--- src/hdl/alarm_diag_map.vh ---
// Constants for the reference alarm selector and diagnostics.
// Assumes inclusion by bare name from files under hdl/.
`ifndef ALARM_DIAG_MAP_VH
`define ALARM_DIAG_MAP_VH
`define SRC_NONE        3'h0
`define SRC_SIG_WARN    3'h1
`define SRC_LOSS_LOCK   3'h2
`define SRC_TIMED       3'h3
`define SRC_NEAR_GL     3'h4
`define SRC_NO_GL       3'h5
`define REF_SAT         2'h0
`define REF_GENLOCK     2'h1
`define REF_INTERNAL    2'h2
`define LOOP_BOOT       2'h0
`define LOOP_COARSE     2'h1
`define LOOP_FINE       2'h2
`define DEF_REF         2'h0
`define DEF_LOSS_ACTION 2'h0
`define DEF_HOLD_RECOV  2'h0
`define DEF_GL_ACTION   2'h0
`define SEC_PER_MIN     17'h0003c
`define SEC_PER_HOUR    17'h00e10
`define CLK_HZ          50000000
`define TICK_NS         1000000000
`define CLK_NS          20
`endif

--- src/hdl/minmax_track.v ---
// Running minimum and maximum of one sample stream.
// Assumes samples qualified by a valid strobe; clear restarts tracking.
`timescale 1ns/1ps
module minmax_track #(
  parameter W = 12
) (
  input  wire         clk_sys,
  input  wire         rst,
  input  wire         clear,
  input  wire         valid,
  input  wire [W-1:0] sample,
  output reg  [W-1:0] min_r,
  output reg  [W-1:0] max_r
);
  reg seen_r;
  always @(posedge clk_sys) begin
    if (rst || clear) begin
      seen_r <= 1'b0;
      min_r  <= {W{1'b1}};
      max_r  <= {W{1'b0}};
    end else if (valid) begin
      seen_r <= 1'b1;
      if (!seen_r || sample < min_r) begin
        min_r <= sample;
      end
      if (!seen_r || sample > max_r) begin
        max_r <= sample;
      end
    end
  end
endmodule

--- src/hdl/ref_alarm_diag.v ---
// Alarm output selector and health diagnostics of the timing reference.
// Assumes status inputs from same-clock logic; genlock ADC bus is a pin group.
`timescale 1ns/1ps
`include "alarm_diag_map.vh"
// Notes on behaviour
// - Alarm pin is active low, open collector; released line floats high.
// - Source none keeps the alarm permanently released.
// - Signal warning source alarms when quality reaches the warning threshold.
// - Loss-of-lock alarm asserts once loss spans as many ticks as the delay in seconds, so up to 1 s before the delay has passed.
// - Delay is set as hours, minutes, seconds, from detection to assertion.
// - Timed alarm asserts up to one second, until the next tick, when selected time equals alarm time.
// - Near-loss alarm asserts when tuning code nears either range end.
// - No-genlock source alarms, with genlock reference selected, whenever no genlock signal is detected.
// - Satellite alarms only with satellite reference, genlock alarms with genlock.
// - Internal reference lets only the timed alarm drive the output.
// - Loop state reported as boot, coarse or fine.
// - Pulse-per-second phase and oscillator DAC code are exposed.
// - Each genlock ADC bit reported stuck high, stuck low or toggling.
// - Shorts between adjacent ADC lines reported, one flag per pair.
// - Genlock ADC minimum and maximum tracked for present input.
// - Timecode positive and negative leg raw min and max tracked.
// - ADC and input diagnostics exist only in variants with reference input.
// - Diagnostics only observe; they never alter alarm or reference behaviour.
// - Factory recall loads the documented reference defaults.
module ref_alarm_diag #(
  parameter HAS_REF_IN  = 1,
  parameter ADC_W       = 12,
  parameter TC_W        = 12,
  parameter DAC_W       = 16,
  parameter PH_W        = 16,
  parameter TIME_W      = 17,
  parameter TICK_CYCLES = `TICK_NS / `CLK_NS,
  parameter [DAC_W-1:0] DAC_MARGIN = 16'h0400,
  parameter [3:0] QUAL_W_DEF = 4'h6
) (
  input  wire              clk_sys,
  input  wire              rst,
  input  wire [2:0]        alarm_src,
  input  wire [3:0]        signal_quality_level,
  input  wire [3:0]        quality_threshold,
  input  wire              sat_locked,
  input  wire              gl_locked,
  input  wire              gl_present,
  input  wire [4:0]        delay_hh,
  input  wire [5:0]        delay_mm,
  input  wire [5:0]        delay_ss,
  input  wire              timed_enable,
  input  wire [TIME_W-1:0] timed_value,
  input  wire [TIME_W-1:0] timed_target,
  input  wire [DAC_W-1:0]  dac_code,
  input  wire [PH_W-1:0]   pps_phase,
  input  wire [1:0]        loop_state,
  input  wire              factory_recall,
  input  wire [1:0]        ref_sel_in,
  input  wire              ref_sel_wr,
  input  wire [ADC_W-1:0]  gl_adc_pin,
  input  wire              gl_adc_valid,
  input  wire [TC_W-1:0]   tc_pos,
  input  wire [TC_W-1:0]   tc_neg,
  input  wire              tc_valid,
  input  wire              diag_clear,
  output reg               alarm_output_pin_o,
  output reg               alarm_output_pin_oe,
  output reg  [1:0]        ref_sel_r,
  output reg  [1:0]        loss_action_r,
  output reg  [1:0]        hold_recov_r,
  output reg  [1:0]        gl_action_r,
  output reg  [1:0]        loop_state_r,
  output reg  [PH_W-1:0]   pps_phase_r,
  output reg  [DAC_W-1:0]  dac_code_r,
  output reg  [ADC_W-1:0]  stuck_high_r,
  output reg  [ADC_W-1:0]  stuck_low_r,
  output reg  [ADC_W-2:0]  short_pair_r,
  output wire [ADC_W-1:0]  gl_min_r,
  output wire [ADC_W-1:0]  gl_max_r,
  output wire [TC_W-1:0]   tcp_min_r,
  output wire [TC_W-1:0]   tcp_max_r,
  output wire [TC_W-1:0]   tcn_min_r,
  output wire [TC_W-1:0]   tcn_max_r
);
  wire              tick;
  reg  [TIME_W-1:0] loss_cnt_r;
  reg               loss_alarm_r;
  reg               timed_busy_r;
  reg               timed_seen_r;
  reg               alarm_nxt;
  wire [TIME_W-1:0] delay_sec;
  wire              lock_lost;
  wire              sat_ref;
  wire              gl_ref;
  wire              timed_hit;

  sec_tick #(
    .TICK_CYCLES (TICK_CYCLES)
  ) u_tick (
    .clk_sys (clk_sys),
    .rst     (rst),
    .tick_r  (tick)
  );

  // Reference selection and factory defaults
  always @(posedge clk_sys) begin
    if (rst || factory_recall) begin
      ref_sel_r     <= `DEF_REF;
      loss_action_r <= `DEF_LOSS_ACTION;
      hold_recov_r  <= `DEF_HOLD_RECOV;
      gl_action_r   <= `DEF_GL_ACTION;
    end else if (ref_sel_wr) begin
      ref_sel_r <= ref_sel_in;
    end
  end

  assign sat_ref = (ref_sel_r == `REF_SAT);
  assign gl_ref  = (ref_sel_r == `REF_GENLOCK);

  // Delay in seconds from HH:MM:SS
  assign delay_sec = (delay_hh * `SEC_PER_HOUR) + (delay_mm * `SEC_PER_MIN) + {11'h000, delay_ss};

  // Lock loss counts only for the lock of the active reference
  assign lock_lost = (sat_ref && !sat_locked) || (gl_ref && !gl_locked);

  always @(posedge clk_sys) begin
    if (rst || !lock_lost) begin
      loss_cnt_r   <= {TIME_W{1'b0}};
      loss_alarm_r <= 1'b0;
    end else if (loss_cnt_r >= delay_sec) begin
      loss_alarm_r <= 1'b1;
    end else if (tick) begin
      loss_cnt_r <= loss_cnt_r + {{(TIME_W-1){1'b0}}, 1'b1};
    end
  end

  // Timed alarm: from the match until the next tick, rearmed once value moves on
  assign timed_hit = timed_enable && (timed_value == timed_target);
  always @(posedge clk_sys) begin
    if (rst) begin
      timed_busy_r <= 1'b0;
      timed_seen_r <= 1'b0;
    end else begin
      if (!timed_hit) begin
        timed_seen_r <= 1'b0;
      end
      if (timed_hit && !timed_seen_r) begin
        timed_seen_r <= 1'b1;
        timed_busy_r <= 1'b1;
      end else if (tick && timed_busy_r) begin
        timed_busy_r <= 1'b0;
      end
    end
  end
  // Tick phase is free running, so the pulse is one clock cycle to 1 s long

  always @* begin
    alarm_nxt = 1'b0;
    case (alarm_src)
      `SRC_NONE: begin
        alarm_nxt = 1'b0;
      end
      `SRC_SIG_WARN: begin
        alarm_nxt = sat_ref && (signal_quality_level <= quality_threshold);
      end
      `SRC_LOSS_LOCK: begin
        alarm_nxt = loss_alarm_r;
      end
      `SRC_TIMED: begin
        alarm_nxt = timed_busy_r;
      end
      `SRC_NEAR_GL: begin
        alarm_nxt = gl_ref && ((dac_code <= DAC_MARGIN) || (dac_code >= ~DAC_MARGIN));
      end
      `SRC_NO_GL: begin
        alarm_nxt = gl_ref && !gl_present;
      end
      default: begin
        alarm_nxt = 1'b0;
      end
    endcase
  end

  // Open collector: drive low only, release otherwise
  always @(posedge clk_sys) begin
    if (rst) begin
      alarm_output_pin_o  <= 1'b0;
      alarm_output_pin_oe <= 1'b0;
    end else begin
      alarm_output_pin_o  <= 1'b0;
      alarm_output_pin_oe <= alarm_nxt;
    end
  end

  // Tune status snapshot, no feedback into control
  always @(posedge clk_sys) begin
    if (rst) begin
      loop_state_r <= `LOOP_BOOT;
      pps_phase_r  <= {PH_W{1'b0}};
      dac_code_r   <= {DAC_W{1'b0}};
    end else begin
      loop_state_r <= (loop_state > `LOOP_FINE) ? `LOOP_BOOT : loop_state;
      pps_phase_r  <= pps_phase;
      dac_code_r   <= dac_code;
    end
  end

  // ADC bus pins synchronised: three stages, change taken when 2 and 3 agree
  reg  [ADC_W-1:0] s1_r;
  reg  [ADC_W-1:0] s2_r;
  reg  [ADC_W-1:0] s3_r;
  reg  [ADC_W-1:0] adc_q_r;
  reg              v1_r;
  reg              v2_r;
  reg              v3_r;
  reg              adc_v_r;
  reg  [ADC_W-1:0] seen_hi_r;
  reg  [ADC_W-1:0] seen_lo_r;
  reg  [ADC_W-2:0] differ_r;
  reg              any_r;
  always @(posedge clk_sys) begin
    if (rst) begin
      s1_r    <= {ADC_W{1'b0}};
      s2_r    <= {ADC_W{1'b0}};
      s3_r    <= {ADC_W{1'b0}};
      adc_q_r <= {ADC_W{1'b0}};
      v1_r    <= 1'b0;
      v2_r    <= 1'b0;
      v3_r    <= 1'b0;
      adc_v_r <= 1'b0;
    end else begin
      s1_r <= gl_adc_pin;
      s2_r <= s1_r;
      s3_r <= s2_r;
      if (s2_r == s3_r) begin
        adc_q_r <= s3_r;
      end
      v1_r    <= gl_adc_valid;
      v2_r    <= v1_r;
      v3_r    <= v2_r;
      adc_v_r <= v2_r && v3_r && (s2_r == s3_r);
    end
  end

  genvar i;
  generate
    for (i = 0; i < ADC_W; i = i + 1) begin : g_bit
      always @(posedge clk_sys) begin
        if (rst || diag_clear || (HAS_REF_IN == 0)) begin
          seen_hi_r[i]    <= 1'b0;
          seen_lo_r[i]    <= 1'b0;
          stuck_high_r[i] <= 1'b0;
          stuck_low_r[i]  <= 1'b0;
        end else begin
          if (adc_v_r) begin
            seen_hi_r[i] <= seen_hi_r[i] | adc_q_r[i];
            seen_lo_r[i] <= seen_lo_r[i] | ~adc_q_r[i];
          end
          stuck_high_r[i] <= any_r && seen_hi_r[i] && !seen_lo_r[i];
          stuck_low_r[i]  <= any_r && seen_lo_r[i] && !seen_hi_r[i];
        end
      end
    end
    for (i = 0; i < ADC_W - 1; i = i + 1) begin : g_pair
      always @(posedge clk_sys) begin
        if (rst || diag_clear || (HAS_REF_IN == 0)) begin
          differ_r[i]     <= 1'b0;
          short_pair_r[i] <= 1'b0;
        end else begin
          if (adc_v_r && (adc_q_r[i] != adc_q_r[i+1])) begin
            differ_r[i] <= 1'b1;
          end
          // Pair never seen apart while both toggle looks shorted
          short_pair_r[i] <= any_r && !differ_r[i] && seen_hi_r[i] && seen_lo_r[i];
        end
      end
    end
  endgenerate

  always @(posedge clk_sys) begin
    if (rst || diag_clear || (HAS_REF_IN == 0)) begin
      any_r <= 1'b0;
    end else if (adc_v_r) begin
      any_r <= 1'b1;
    end
  end

  // Min/max trackers; absent variants keep them cleared
  wire trk_clr = diag_clear || (HAS_REF_IN == 0);

  minmax_track #(.W(ADC_W)) u_gl (
    .clk_sys (clk_sys),
    .rst     (rst),
    .clear   (trk_clr),
    .valid   (adc_v_r),
    .sample  (adc_q_r),
    .min_r   (gl_min_r),
    .max_r   (gl_max_r)
  );

  minmax_track #(.W(TC_W)) u_tcp (
    .clk_sys (clk_sys),
    .rst     (rst),
    .clear   (trk_clr),
    .valid   (tc_valid),
    .sample  (tc_pos),
    .min_r   (tcp_min_r),
    .max_r   (tcp_max_r)
  );

  minmax_track #(.W(TC_W)) u_tcn (
    .clk_sys (clk_sys),
    .rst     (rst),
    .clear   (trk_clr),
    .valid   (tc_valid),
    .sample  (tc_neg),
    .min_r   (tcn_min_r),
    .max_r   (tcn_max_r)
  );

  // Diagnostic state feeds only outputs, never alarm_nxt
endmodule

--- src/hdl/sec_tick.v ---
// One-second tick generator from the system clock.
// Assumes clk_sys at the rate given by the map header.
`timescale 1ns/1ps
`include "alarm_diag_map.vh"
module sec_tick #(
  parameter TICK_CYCLES = `TICK_NS / `CLK_NS
) (
  input  wire clk_sys,
  input  wire rst,
  output reg  tick_r
);
  reg [31:0] cnt_r;
  always @(posedge clk_sys) begin
    if (rst) begin
      cnt_r  <= 32'h00000000;
      tick_r <= 1'b0;
    end else if (cnt_r == TICK_CYCLES - 1) begin
      cnt_r  <= 32'h00000000;
      tick_r <= 1'b1;
    end else begin
      cnt_r  <= cnt_r + 32'h00000001;
      tick_r <= 1'b0;
    end
  end
endmodule

--- config.mk ---
export PLATFORM = sky130hd
export DESIGN_NAME = ref_alarm_diag
export DESIGN_NICKNAME = d
export VERILOG_FILES = /design/src/hdl/minmax_track.v /design/src/hdl/ref_alarm_diag.v /design/src/hdl/sec_tick.v
export VERILOG_INCLUDE_DIRS = /design/src /design/src/hdl
export SDC_FILE = /design/constraint.sdc
export NUM_CORES = 1
export LEC_CHECK = 0
export BUFFER_PORTS_ARGS = -buffer_cell sky130_fd_sc_hd__buf_4
export CAP_MARGIN = 20
export CORE_MARGIN = 5
export CORE_UTILIZATION = 37
export DETAILED_ROUTE_END_ITERATION = 6
export PLACE_DENSITY = 0.67
export SLEW_MARGIN = 20
export SYNTH_ARGS = -nofsm -noshare
export SYNTH_HDL_FRONTEND = slang
export SYNTH_SLANG_ARGS = --single-unit
--- constraint.sdc ---
create_clock -name clk_sys -period 9.52 [get_ports clk_sys]
set_clock_uncertainty 0.2 [all_clocks]
set_input_delay 0.952 -clock clk_sys [delete_from_list [all_inputs] [get_ports clk_sys]]
set_output_delay 0.952 -clock clk_sys [all_outputs]
set_load 0.1 [all_outputs]
* Yosys cells after proc, flatten, opt, wreduce, memory -nomap -nowiden
Index checks and enable logic that the tools add are counted.
** Word-level totals
- Register bits after elaboration :: 286
- Bits of input ports :: 145
- Output and inout port bits :: 151
- Word-level logic and storage cells :: 344
** Cells by class
- $add $sub $neg :: 4
- Multiply operators :: 2
- $lt $le $gt $ge :: 11
- Equality and inequality tests :: 21
- Multiplexer cells :: 6
- Bitwise logic cells :: 37
- Reductions and logical operators :: 166
** Operators by type and width (number)
- 1-bit logical AND :: 102
- 1-bit zero test :: 42
- 12-bit greater-than comparator :: 3
- 12-bit less-than comparator :: 3
- 32-bit by 1-bit adder with 32-bit output, second input constant :: 1
- 32-bit by 26-bit equality test with 1-bit output, second input constant :: 1
- 1-bit OR :: 24
- 17-bit by 1-bit adder with 17-bit output, second input constant :: 1
- 17-bit by 12-bit adder with 17-bit output :: 1
- 17-bit by 6-bit adder with 17-bit output :: 1
- 17-bit equality test :: 1
- 17-bit >= comparator :: 1
- 16-bit >= comparator, second input constant :: 1
- 16-bit by 11-bit <= comparator with 1-bit output, second input constant :: 1
- 2-bit AND reduction :: 7
- 5-bit by 8-bit multiplier with 13-bit output, second input constant :: 1
- 1-bit inverter :: 13
- 12-bit equality test :: 1
- 1-bit logical OR :: 11
- 1-bit inequality test :: 11
- 6-bit by 4-bit multiplier with 10-bit output, second input constant :: 1
- 3-bit by 2-bit equality test with 1-bit output, second input constant :: 2
- 3-bit equality test, second input constant :: 2
- 1-bit 2-to-1 mux :: 5
- other kinds (9) :: 10

* Longest topological paths before layout
Gate-level depths: netlist of run 1.
- Depth in word-level cells :: 6
- Depth in mapped cells :: 27

* By module
From an unflattened synthesis of run 1, not the netlist that was laid out.
** Second synthesis, totals
- Cells, all modules :: 1772
- Area, all modules :: 15831.4 um^2
** Modules (own cells, without submodules)
- ref_alarm_diag :: instances 1, cells an instance 848, area an instance 8175.3 um^2
- minmax_track :: instances 3, cells an instance 247, area an instance 2030.7 um^2
- sec_tick :: instances 1, cells an instance 183, area an instance 1564.0 um^2

* Worst setup path before layout of run 1
No wires, ideal clock.
- Kind :: input-to-reg
- From :: input port delay_mm[3]
- To :: register loss_cnt_r[6]
- Data arrival time :: 6.530 ns
- Required time :: 9.249 ns
- Slack :: 2.719 ns
- Stages on the path :: 25
- Cells stage by stage :: inv_1 fa_1 fa_1 inv_1 ha_1 nor2b_1 o21ai_0 a21oi_1 o21a_1 nor2_1 xnor2_1 ha_1 ha_1 or4_1 o2111ai_1 a21oi_1 xnor2_1 ha_1 nand4_1 a2111oi_2 a2111oi_4 o21ai_2 buf_6 or4_1 a21oi_1
** On the way
- Cells in the longest elaborated chain, start to end :: 6
** Ends and longest elaborated chain
- start, declared :: line ref_alarm_diag.v:45 : input wire [5:0] delay_mm,
- 6-bit by 4-bit multiplier with 10-bit output (no line)
- 17-bit by 12-bit adder with 17-bit output :: line ref_alarm_diag.v:117 : assign delay_sec = (delay_hh * `SEC_PER_HOUR) + (delay_mm * `SEC_PER_MIN) + {11'h000, delay_ss};
- 17-bit by 6-bit adder with 17-bit output :: line ref_alarm_diag.v:117
- 17-bit >= comparator :: line ref_alarm_diag.v:126 : end else if (loss_cnt_r >= delay_sec) begin
- 1-bit inverter (no line)
- 2-bit AND reduction (no line)
- end signal, assigned :: line ref_alarm_diag.v:124 : loss_cnt_r <= {TIME_W{1'b0}};
- end signal, assigned :: line ref_alarm_diag.v:129 : loss_cnt_r <= loss_cnt_r + {{(TIME_W-1){1'b0}}, 1'b1};
- end, declared :: line ref_alarm_diag.v:82 : reg [TIME_W-1:0] loss_cnt_r;
No other way between the ends.
A chain may end at the register's enable or synchronous reset.

* Worst setup path in the final report of run 1
- From :: input port delay_mm[3]
- To :: register loss_cnt_r[7]
Same word-level chain as after synthesis.

==> results.sh, run 1 <==
export IMPL_fin_crit_ns=6.96
export IMPL_synth_seq_cells=286
export IMPL_rows=73
export IMPL_clk_pin_slew_ns=0.06
export IMPL_wl_mm=39.6
export IMPL_vias=12800
export IMPL_final_cell_mix="buf_4, dfxtp_1, nor2_1"
export IMPL_finalNetCount=2292
export IMPL_layout_commonest_cell="buf_4"
export IMPL_synthArstFlopShare_pct=0
export IMPL_drt_iter0_drc=652
export IMPL_cp_required_ns=9.77
export IMPL_yosysWarnings=0
export IMPL_antenna_found_initial=0
export IMPL_cpPeakStageDelay_ns=0.58
export IMPL_instances_no_fill=2540
export IMPL_synth_xor_area_share_pct=5.50
export IMPL_ant_nets=0
export IMPL_power_density_nw_per_um2=176
export IMPL_grt_pass1_wl_mm=63.0
export IMPL_post_cts_resized=0
export IMPL_htreeDepth=2
export IMPL_grt_use_total_pct=16.9
export IMPL_maxCapViolations=0
export IMPL_synthMuxAreaShare_pct=3.47
export IMPL_post_drt_wl_per_cell_um=15.6
export IMPL_ys_flop_type="dfxtp_1"
export IMPL_syn_inst=1738
export IMPL_worstPathArrival_ns=7.21
export IMPL_cts_root_buf="clkbuf_16"
export IMPL_gp_congestion=0.825
export IMPL_fp_coreArea_um2=39900
export IMPL_leakagePower_uw=0.00861
export IMPL_fin_area_um2=18700
export IMPL_cts_hold_buf=0
export IMPL_io_buffers=288
export IMPL_drv_slew=0
export IMPL_tightest_slew_ns=1.04
export IMPL_start_util_pct=37.5
export IMPL_cts_path_max_buffers=3
export IMPL_place_area_um2=17600
export IMPL_setup_viol=0
export IMPL_crit_path_frequent_cell="ha_1"
export IMPL_viasPerCell=5.05
export IMPL_dp_cells=2480
export IMPL_hp_class="register to register"
export IMPL_die_y_um=211
export IMPL_rsz0062_at_grt="no"
export IMPL_die_area_um2=44600
export IMPL_grt_ovfl_total=0
export IMPL_synth_compound_area_share_pct=10.4
export IMPL_num_io_pins=296
export IMPL_drive_gt1_share_pct=18.3
export IMPL_synth_edf_count=0
export IMPL_clkSinkCount=286
export IMPL_cp_end_kind="register"
export IMPL_dr_pass1_iters=4
export IMPL_clock_fmax_ghz=0.144
export IMPL_area_growth_pct=24.8
export IMPL_fin_crit_sh_pct=73.1
export IMPL_synth_top_family_by_area="simple AND/OR/NAND/NOR gates"
export IMPL_crit_path_start_kind="input port"
export IMPL_crit_type="input port to register"
export IMPL_hpwl_mm=29.6
export IMPL_netlist_area_um2=15000
export IMPL_critPathSlowestCell="or4_1"
export IMPL_post_route_drc_count=0
export IMPL_status="completed"
export IMPL_grt_max_degree=89
export IMPL_ys_seq_area_share_pct=38.2
export IMPL_grt_pass1_vias=12800
export IMPL_synth_simple_area_share_pct=22.6
export IMPL_die_w_um=211
export IMPL_synth_cell_types=59
export IMPL_synth_fa_ha_area_share_pct=13.8
export IMPL_peakVddDrop_mv=0.101
export IMPL_n_antenna_cell=0
export IMPL_finalHoldViolations=0
export IMPL_cts_tree="done"
export IMPL_slew_limit_headroom_pct=30.3
export IMPL_post_cts_buffers=0
export IMPL_path_max_fanout=20
export IMPL_cts_buffers=34
export IMPL_avgSynthCellArea_um2=8.62
export IMPL_clock_latency_ns=0.53
export IMPL_finalSetupTns_ns=0
[synth_stat cells, types with 51 or more instances]
| library cell | n | area (um^2) |
|---|---|---|
| mux2i_1 | 52 | 521 |
| nor2b_1 | 80 | 500 |
| o21ai_0 | 60 | 300 |
| nand2_1 | 86 | 323 |
| ha_1 | 141 | 1760 |
| clkbuf_1 | 71 | 267 |
| dfxtp_1 | 286 | 5730 |
| nand3_1 | 55 | 275 |
| inv_1 | 141 | 529 |
| nor2_1 | 239 | 897 |
| a21oi_1 | 111 | 556 |
| xnor2_1 | 51 | 447 |
[routing by layer]
layer / share of wire, % / vias up / track usage (%)
met5: 0 / - / 0
met4: 2.1 / 0 / 4.65
met3: 6.8 / 60 / 3.92
met2: 48 / 340 / 30.0
met1: 43 / 6016 / 20.5
li1: - / 6405 / -
[power breakdown]
group	leakage, uW	total [uW]	switching (uW)	internal [uW]
combinational	0.00573	731	448	283
clock	0.000546	1310	516	796
sequential	0.00233	1240	17.4	1220
total	0.00861	3280	981	2300
[metrics by stage]
| step | setup WS (ns) | hold WS, ns | util [%] | total power [uW] |
|---|---|---|---|---|
| 2_1_floorplan | 2.72 | 0.197 | - | 1810 |
| 3_3_place_gp | 2.17 | 0.215 | 44.0 | 1970 |
| 3_5_place_dp | 2.05 | 0.211 | 44.0 | 2000 |
| 4_1_cts | 2.59 | 0.222 | 46.8 | 3340 |
| 5_1_grt | 2.07 | 0.242 | 46.8 | 3460 |
| 6_report | 2.56 | 0.224 | 46.8 | 3280 |
[registers in the layout, summed over array words and instances, names as in the netlist, 16 cells and up]
register / flops
u_tick.cnt_r: 32
loss_cnt_r: 17
dac_code_r: 16
pps_phase_r: 16
[logic make-up (layout without fill, tap and decap cells)]
group                      after synthesis  in the layout
AOI/OAI and AO/OA                      253            253
xor gates and xnor gates                94             94
adders and majority gates              156            156
buffers and inverters                  230            501
DFF                                    286            286
muxes                                   52             52
other                                    1              7
and+or+nand+nor                        666            666
[layout make-up]
type,count,area (um^2)
tap,525,657
multi-input combinational,1228,8410
clock inverter,15,203
fill,3797,21200
sequential,286,5730
timing repair buffer,300,2250
clock buffer,45,922
inverter,141,529
[worst max-delay path, delay by kind of cell]
kind / cells / cell delay [ns]
AOI/OAI and AO/OA: 9 / 1.96
xor gates and xnor gates: 2 / 0.27
adders and majority gates: 6 / 2.10
buffers and inverters: 3 / 0.35
and+or+nand+nor: 5 / 1.56
[final timing paths]
check / start / to / slack [ns] / depth (start not counted)
worst max register to register: adc_q_r[10]$_SDFFE_PP0P_ / u_gl.max_r[2]$_SDFFE_PP0P_ / 6.58 / 6
worst min register to register: differ_r[9]$_SDFFE_PP0P_ / short_pair_r[9]$_SDFF_PP0_ / 0.22 / 1
worst max-delay path: delay_mm[3] / loss_cnt_r[7]$_SDFFE_PP0P_ / 2.56 / 25
worst min-delay path: differ_r[9]$_SDFFE_PP0P_ / short_pair_r[9]$_SDFF_PP0_ / 0.22 / 1
No activity file was read; power rests on OpenSTA's default activity.
==> run 2, diff against run 1 <==
--- a/config.mk
+++ b/config.mk
@@ -6,12 +6,13 @@
 export SDC_FILE = /design/constraint.sdc
 export NUM_CORES = 1
 export LEC_CHECK = 0
+export ABC_AREA = 1
 export BUFFER_PORTS_ARGS = -buffer_cell sky130_fd_sc_hd__buf_4
 export CAP_MARGIN = 20
 export CORE_MARGIN = 5
 export CORE_UTILIZATION = 37
 export DETAILED_ROUTE_END_ITERATION = 6
-export PLACE_DENSITY = 0.67
+export PLACE_DENSITY = 0.69
 export SLEW_MARGIN = 20
 export SYNTH_ARGS = -nofsm -noshare
 export SYNTH_HDL_FRONTEND = slang
==> constraint.sdc (replaced) <==
create_clock -name clk_sys -period 5.7 [get_ports clk_sys]
set_clock_uncertainty 0.2 [all_clocks]
set_input_delay 0.57 -clock clk_sys [delete_from_list [all_inputs] [get_ports clk_sys]]
set_output_delay 0.57 -clock clk_sys [all_outputs]
set_load 0.1 [all_outputs]
==> results.sh, run 2 <==
export IMPL_synth_simple_area_share_pct=26.0
export IMPL_synth_top_family_by_area="simple AND/OR/NAND/NOR gates"
export IMPL_switchingPower_uw=1830
export IMPL_crit_path_start_kind="input port"
export IMPL_avgSynthCellArea_um2=7.49
export IMPL_synth_fa_ha_area_share_pct=13.4
export IMPL_post_route_drc_count=0
export IMPL_sw_frac_of_total_pct=31.6
export IMPL_die_w_um=214
export IMPL_whs_path_depth=3
export IMPL_final_cell_mix="nand2_1, inv_1, buf_4"
export IMPL_drt_iter0_drc=647
export IMPL_status="completed"
export IMPL_fillCellCount=3978
export IMPL_cts_path_max_buffers=3
export IMPL_setup_viol=0
export IMPL_fp_coreArea_um2=41000
export IMPL_hpwl_mm=31.8
export IMPL_num_io_pins=296
export IMPL_r2r_end="u_tcp.min_r[7]$_SDFFE_PP1P_"
export IMPL_io_buffers=288
export IMPL_fin_crit_sh_pct=93.7
export IMPL_crit_type="input port to register"
export IMPL_cts_tree="done"
export IMPL_start_util_pct=37.6
export IMPL_hp_class="input port to register"
export IMPL_gp_congestion=0.863
export IMPL_synthMuxAreaShare_pct=0
export IMPL_grt_use_total_pct=17.4
export IMPL_vias=14000
export IMPL_grt_ovfl_total=0
export IMPL_wl_mm=41.3
export IMPL_yosysWarnings=0
export IMPL_peakVddDrop_mv=0.173
export IMPL_synth_top_area_cell="dfxtp_1"
export IMPL_pre_cts_slack_ns=-0.171
export IMPL_clkSinkCount=286
export IMPL_critPathSlowestCell="fa_1"
export IMPL_layout_setup_ws_ns=0.358
export IMPL_clk_pin_slew_ns=0.06
export IMPL_grt_pass1_wl_mm=68.0
export IMPL_ys_flop_type="dfxtp_1"
export IMPL_slew_limit_headroom_pct=39.2
export IMPL_antenna_found_initial=3
export IMPL_post_drt_wl_per_cell_um=14.2
export IMPL_die_area_um2=45800
export IMPL_ff2ff_path_depth=12
export IMPL_cts_buffers=35
export IMPL_fin_crit_ns=5.34
export IMPL_htreeDepth=2
export IMPL_synth_seq_cells=286
export IMPL_finalHoldViolations=0
export IMPL_synth_edf_count=0
export IMPL_rows=74
export IMPL_critPathTopFamily="adder cells"
export IMPL_synth_area_leaders="dfxtp_1, ha_1, nand2_1"
export IMPL_p_seq_share_pct=35.7
export IMPL_cpPeakStageDelay_ns=0.51
export IMPL_area_growth_pct=25.7
export IMPL_syn_inst=2056
export IMPL_synth_compound_area_share_pct=8.74
export IMPL_synth_common_cells="nand2_1, inv_1, dfxtp_1"
export IMPL_p_int_uw=3970
export IMPL_r2r_start="u_tcp.min_r[9]$_SDFFE_PP1P_"
export IMPL_dr_pass1_iters=5
export IMPL_top_register="u_tick.cnt_r"
export IMPL_crit_path_frequent_cell="nand2_1"
export IMPL_worstPathArrival_ns=5.59
export IMPL_clock_fmax_ghz=0.187
export IMPL_tightest_slew_ns=0.910
export IMPL_critPathBufInv=5
export IMPL_synthArstFlopShare_pct=0
export IMPL_power_density_nw_per_um2=300
export IMPL_hold_path_startpoint="pps_phase[15]"
export IMPL_clkPwrFrac_pct=38.8
export IMPL_viasPerCell=4.81
export IMPL_synth_top_area_share_pct=37.2
export IMPL_rsz0062_at_grt="no"
export IMPL_synth_cell_types=54
export IMPL_netlist_area_um2=15400
export IMPL_leakagePower_uw=0.00934
export IMPL_min_to="pps_phase_r[15]$_SDFF_PP0_"
export IMPL_grt_max_degree=76
export IMPL_die_y_um=214
export IMPL_ys_seq_area_share_pct=37.2
export IMPL_largest_register_ffs=32
export IMPL_ant_nets=0
export IMPL_fin_util_pct=47.2
export IMPL_layout_commonest_cell="nand2_1"
export IMPL_post_cts_buffers=0
export IMPL_drv_slew=0
export IMPL_reg_largest_list="u_tick.cnt_r x32, loss_cnt_r x17"
export IMPL_clock_latency_ns=0.55
export IMPL_path_max_fanout=6
export IMPL_maxCapViolations=0
export IMPL_r2r_setup_slack_ns=3.10
export IMPL_cts_root_buf="clkbuf_16"
export IMPL_finalNetCount=2649
export IMPL_power_frac_comb_pct=25.5
export IMPL_synth_most_common_cell="nand2_1"
export IMPL_drive_gt1_share_pct=19.3
export IMPL_cp_required_ns=5.95
export IMPL_cp_end_kind="register"
export IMPL_grt_pass1_vias=13800
export IMPL_synth_xor_area_share_pct=3.07
run 2: power by group through the flow:
stage	clock network, uW	logic [uW]	registers (uW)
floorplan	0	820	2310
global placement	0	1410	2110
detailed placement	0	1450	2110
CTS	2330	1460	2070
global route	2400	1670	2070
finish	2250	1480	2070
run 2: routing by layer:
layer  vias to the layer above  share of wire (%)  GRT usage [%]
li1                       7140                  -              -
met1                      6380                 43           21.3
met2                       377                 47           29.9
met3                        72                6.8           4.55
met4                         6                2.7           5.73
met5                         -              0.082              0
run 2: cell families (layout without fill, tap and decap cells):
kind of cell    Yosys count  count (layout)
flops                   286             286
buf+inv                 440             751
other cells               1               8
simple gates            879             880
xor+xnor                 54              54
compound gates          240             240
fa+ha+maj               156             156
run 2: what timing repair did:
item,4_1_cts,5_1_grt
endpoints found under the setup margin,0,12
gates resized for setup,0,16
hold buffers,5,0
endpoints found under the hold margin,5,0
run 2: how the worst max path moves through the flow:
stage,end,cells after the start,slack (ns),startpoint
after detailed placement,loss_cnt_r[15]$_SDFFE_PP0P_,30,-0.17,delay_mm[0]
after global routing,loss_cnt_r[16]$_SDFFE_PP0P_,27,0.007,delay_mm[0]
after global placement,loss_cnt_r[3]$_SDFFE_PP0P_,33,-0.03,delay_mm[2]
after floorplan,loss_cnt_r[5]$_SDFFE_PP0P_,33,0.26,delay_mm[3]
after CTS,loss_cnt_r[15]$_SDFFE_PP0P_,32,0.39,delay_mm[2]
final,loss_cnt_r[3]$_SDFFE_PP0P_,33,0.36,delay_mm[2]
run 2: layout make-up:
| cell class | count | area (um^2) | share of cell area (%) |
|---|---|---|---|
| clock buffers | 46 | 957 | 4.94 |
| inverters | 369 | 1390 | 7.16 |
| clock inverters | 17 | 216 | 1.12 |
| flip-flops and latches | 286 | 5730 | 29.6 |
| diodes | 1 | 2.50 | 0.0129 |
| multi-input cells | 1337 | 7980 | 41.2 |
| well taps | 532 | 666 | 3.44 |
| repair buffers | 319 | 2430 | 12.5 |
run 2: worst reg2reg max path, delay by kind of cell (launching register included):
family / cells / cell delay [ns]
buffers and inverters: 2 / 0.08
adder cells (fa/ha/maj): 1 / 0.28
AND/OR/NAND/NOR: 8 / 1.40
AO/OA/AOI/OAI: 1 / 0.13
flip-flops: 1 / 0.35
run 2: per-stage QoR:
step	TNS (ns)	hold slack [ns]	total power [uW]	instance area (um^2)	instances
after floorplan	0	0.188	3130	15400	2062
after global placement	-0.372	0.192	3520	18100	2836
after detailed placement	-2.47	0.193	3560	18100	2836
after CTS	0	0.00206	5850	19300	2904
after global routing	0	0.0272	6140	19400	2906
final	0	0.0364	5800	19400	2907
==> run 3, diff against run 2 <==
--- a/config.mk
+++ b/config.mk
@@ -13,6 +13,7 @@
 export CORE_UTILIZATION = 37
 export DETAILED_ROUTE_END_ITERATION = 6
 export PLACE_DENSITY = 0.69
+export RECOVER_POWER = 100
 export SLEW_MARGIN = 20
 export SYNTH_ARGS = -nofsm -noshare
 export SYNTH_HDL_FRONTEND = slang
==> results.sh, run 3 (same netlist as run 2, synthesis figures left out) <==
export IMPL_p_seq_share_pct=35.9
export IMPL_r2r_start="u_tick.cnt_r[0]$_SDFF_PP0_"
export IMPL_finalHoldViolations=0
export IMPL_die_y_um=214
export IMPL_critPathSlowestCell="fa_1"
export IMPL_startpoint="delay_mm[2]"
export IMPL_r2r_setup_slack_ns=2.60
export IMPL_pre_cts_slack_ns=-0.171
export IMPL_slew_limit_headroom_pct=-90.3
export IMPL_grt_use_total_pct=17.4
export IMPL_htreeDepth=2
export IMPL_grt_pass1_vias=13800
export IMPL_cp_required_ns=5.95
export IMPL_cpPeakStageDelay_ns=0.51
export IMPL_path_max_fanout=6
export IMPL_drive_gt1_share_pct=12.6
export IMPL_cp_end_kind="register"
export IMPL_clock_latency_ns=0.55
export IMPL_crit_path_frequent_cell="nand2_1"
export IMPL_violations="capacitance limit, slew limit"
export IMPL_fin_crit_sh_pct=94.0
export IMPL_dr_pass1_iters=7
export IMPL_gp_congestion=0.863
export IMPL_clkPwrFrac_pct=39.0
export IMPL_rows=74
export IMPL_hold_path_startpoint="pps_phase[15]"
export IMPL_status="finished with violations"
export IMPL_crit_type="input port to register"
export IMPL_vias=14000
export IMPL_post_cts_buffers=0
export IMPL_leakagePower_uw=0.00877
export IMPL_switchingPower_uw=1820
export IMPL_fillCellCount=4126
export IMPL_die_area_um2=45800
export IMPL_rsz0062_at_grt="no"
export IMPL_clk_pin_slew_ns=0.06
export IMPL_power_total_uw=5770
export IMPL_area_growth_pct=21.7
export IMPL_largest_register_ffs=32
export IMPL_clock_fmax_ghz=0.187
export IMPL_antenna_found_initial=3
export IMPL_grt_ovfl_total=0
export IMPL_place_area_um2=18100
export IMPL_cts_root_buf="clkbuf_16"
export IMPL_reg_largest_list="u_tick.cnt_r x32, loss_cnt_r x17"
export IMPL_holdWs_ns=0.0360
export IMPL_fp_coreArea_um2=41000
export IMPL_clkSinkCount=286
export IMPL_tightest_slew_ns=2.85
export IMPL_maxCapViolations=1
export IMPL_peakVddDrop_mv=0.165
export IMPL_die_w_um=214
export IMPL_sw_frac_of_total_pct=31.6
export IMPL_grt_pass1_wl_mm=68.0
export IMPL_fin_crit_ns=5.36
export IMPL_num_io_pins=296
export IMPL_viasPerCell=4.83
export IMPL_layout_setup_ws_ns=0.344
export IMPL_top_register="u_tick.cnt_r"
export IMPL_hpwl_mm=31.8
export IMPL_cts_tree="done"
export IMPL_final_cell_mix="nand2_1, inv_1, dfxtp_1"
export IMPL_crit_path_start_kind="input port"
export IMPL_layout_commonest_cell="nand2_1"
export IMPL_finalNetCount=2649
export IMPL_post_drt_wl_per_cell_um=14.2
export IMPL_post_route_drc_count=0
export IMPL_cts_path_max_buffers=3
export IMPL_drt_iter0_drc=698
export IMPL_ant_nets=0
export IMPL_power_frac_comb_pct=25.1
export IMPL_grt_max_degree=76
export IMPL_drv_slew=71
export IMPL_cts_buffers=35
export IMPL_fin_util_pct=45.7
export IMPL_io_buffers=288
export IMPL_fin_area_um2=18800
export IMPL_hp_class="input port to register"
export IMPL_worstPathArrival_ns=5.60
export IMPL_start_util_pct=37.6
export IMPL_p_int_uw=3940
export IMPL_setup_viol=0
export IMPL_wl_mm=41.4
export IMPL_power_density_nw_per_um2=307
run 3: changes by cell type in the layout (fill, tap and decap cells not counted), sizes merged:
cell	previous run	this run
clkbuf	46	193
buf	314	167
run 3: critical path, delay by kind of cell:
kind / cells / cell delay [ns]
AOI/OAI and AO/OA: 4 / 0.56
xor gates and xnor gates: 1 / 0.15
adders and majority gates: 6 / 2.18
buffers and inverters: 5 / 0.50
and+or+nand+nor: 17 / 1.61
run 3: power by group through the flow:
stage	clock network, uW	registers [uW]	logic (uW)
finish	2250	2070	1450
global placement	0	2110	1410
detailed placement	0	2110	1450
floorplan	0	2310	820
CTS	2330	2070	1460
global route	2400	2070	1640
run 3: what timing repair did:
action | in CTS | in global routing
hold buffers | 5 | 0
resized for setup | 0 | 16
hold endpoints to repair | 5 | 0
endpoints found under the setup margin | 0 | 12
run 3: final cells by class:
cell class                 count  area (um^2)  area share (%)
clock buffer                  46          957            5.10
antenna                        1         2.50          0.0133
multi-input combinational   1337         7920            42.2
clock inverter                17          216            1.15
sequential                   286         5730            30.5
tap                          532          666            3.55
inverter                     369         1390            7.39
timing repair buffer         319         1880            10.0
run 3: final timing paths:
check / endpoint / cells after the start
worst min register to register: s2_r[7]$_SDFF_PP0_ / 2
worst min-delay path: pps_phase_r[15]$_SDFF_PP0_ / 3
worst max register to register: u_tick.cnt_r[25]$_SDFF_PP0_ / 8
worst max-delay path: loss_cnt_r[3]$_SDFFE_PP0P_ / 33
run 3: stage by stage:
step,setup TNS (ns),cells
3_5_place_dp,-2.47,2836
4_1_cts,0,2904
2_1_floorplan,0,2062
6_report,0,2907
5_1_grt,0,2906
3_3_place_gp,-0.372,2836
run 3: metal layers:
metal  part of all wire, %  track usage (%)
met1                    43             21.3
met2                    47             29.9
met3                   6.8             4.55
met4                   2.6             5.73
met5                 0.082                0
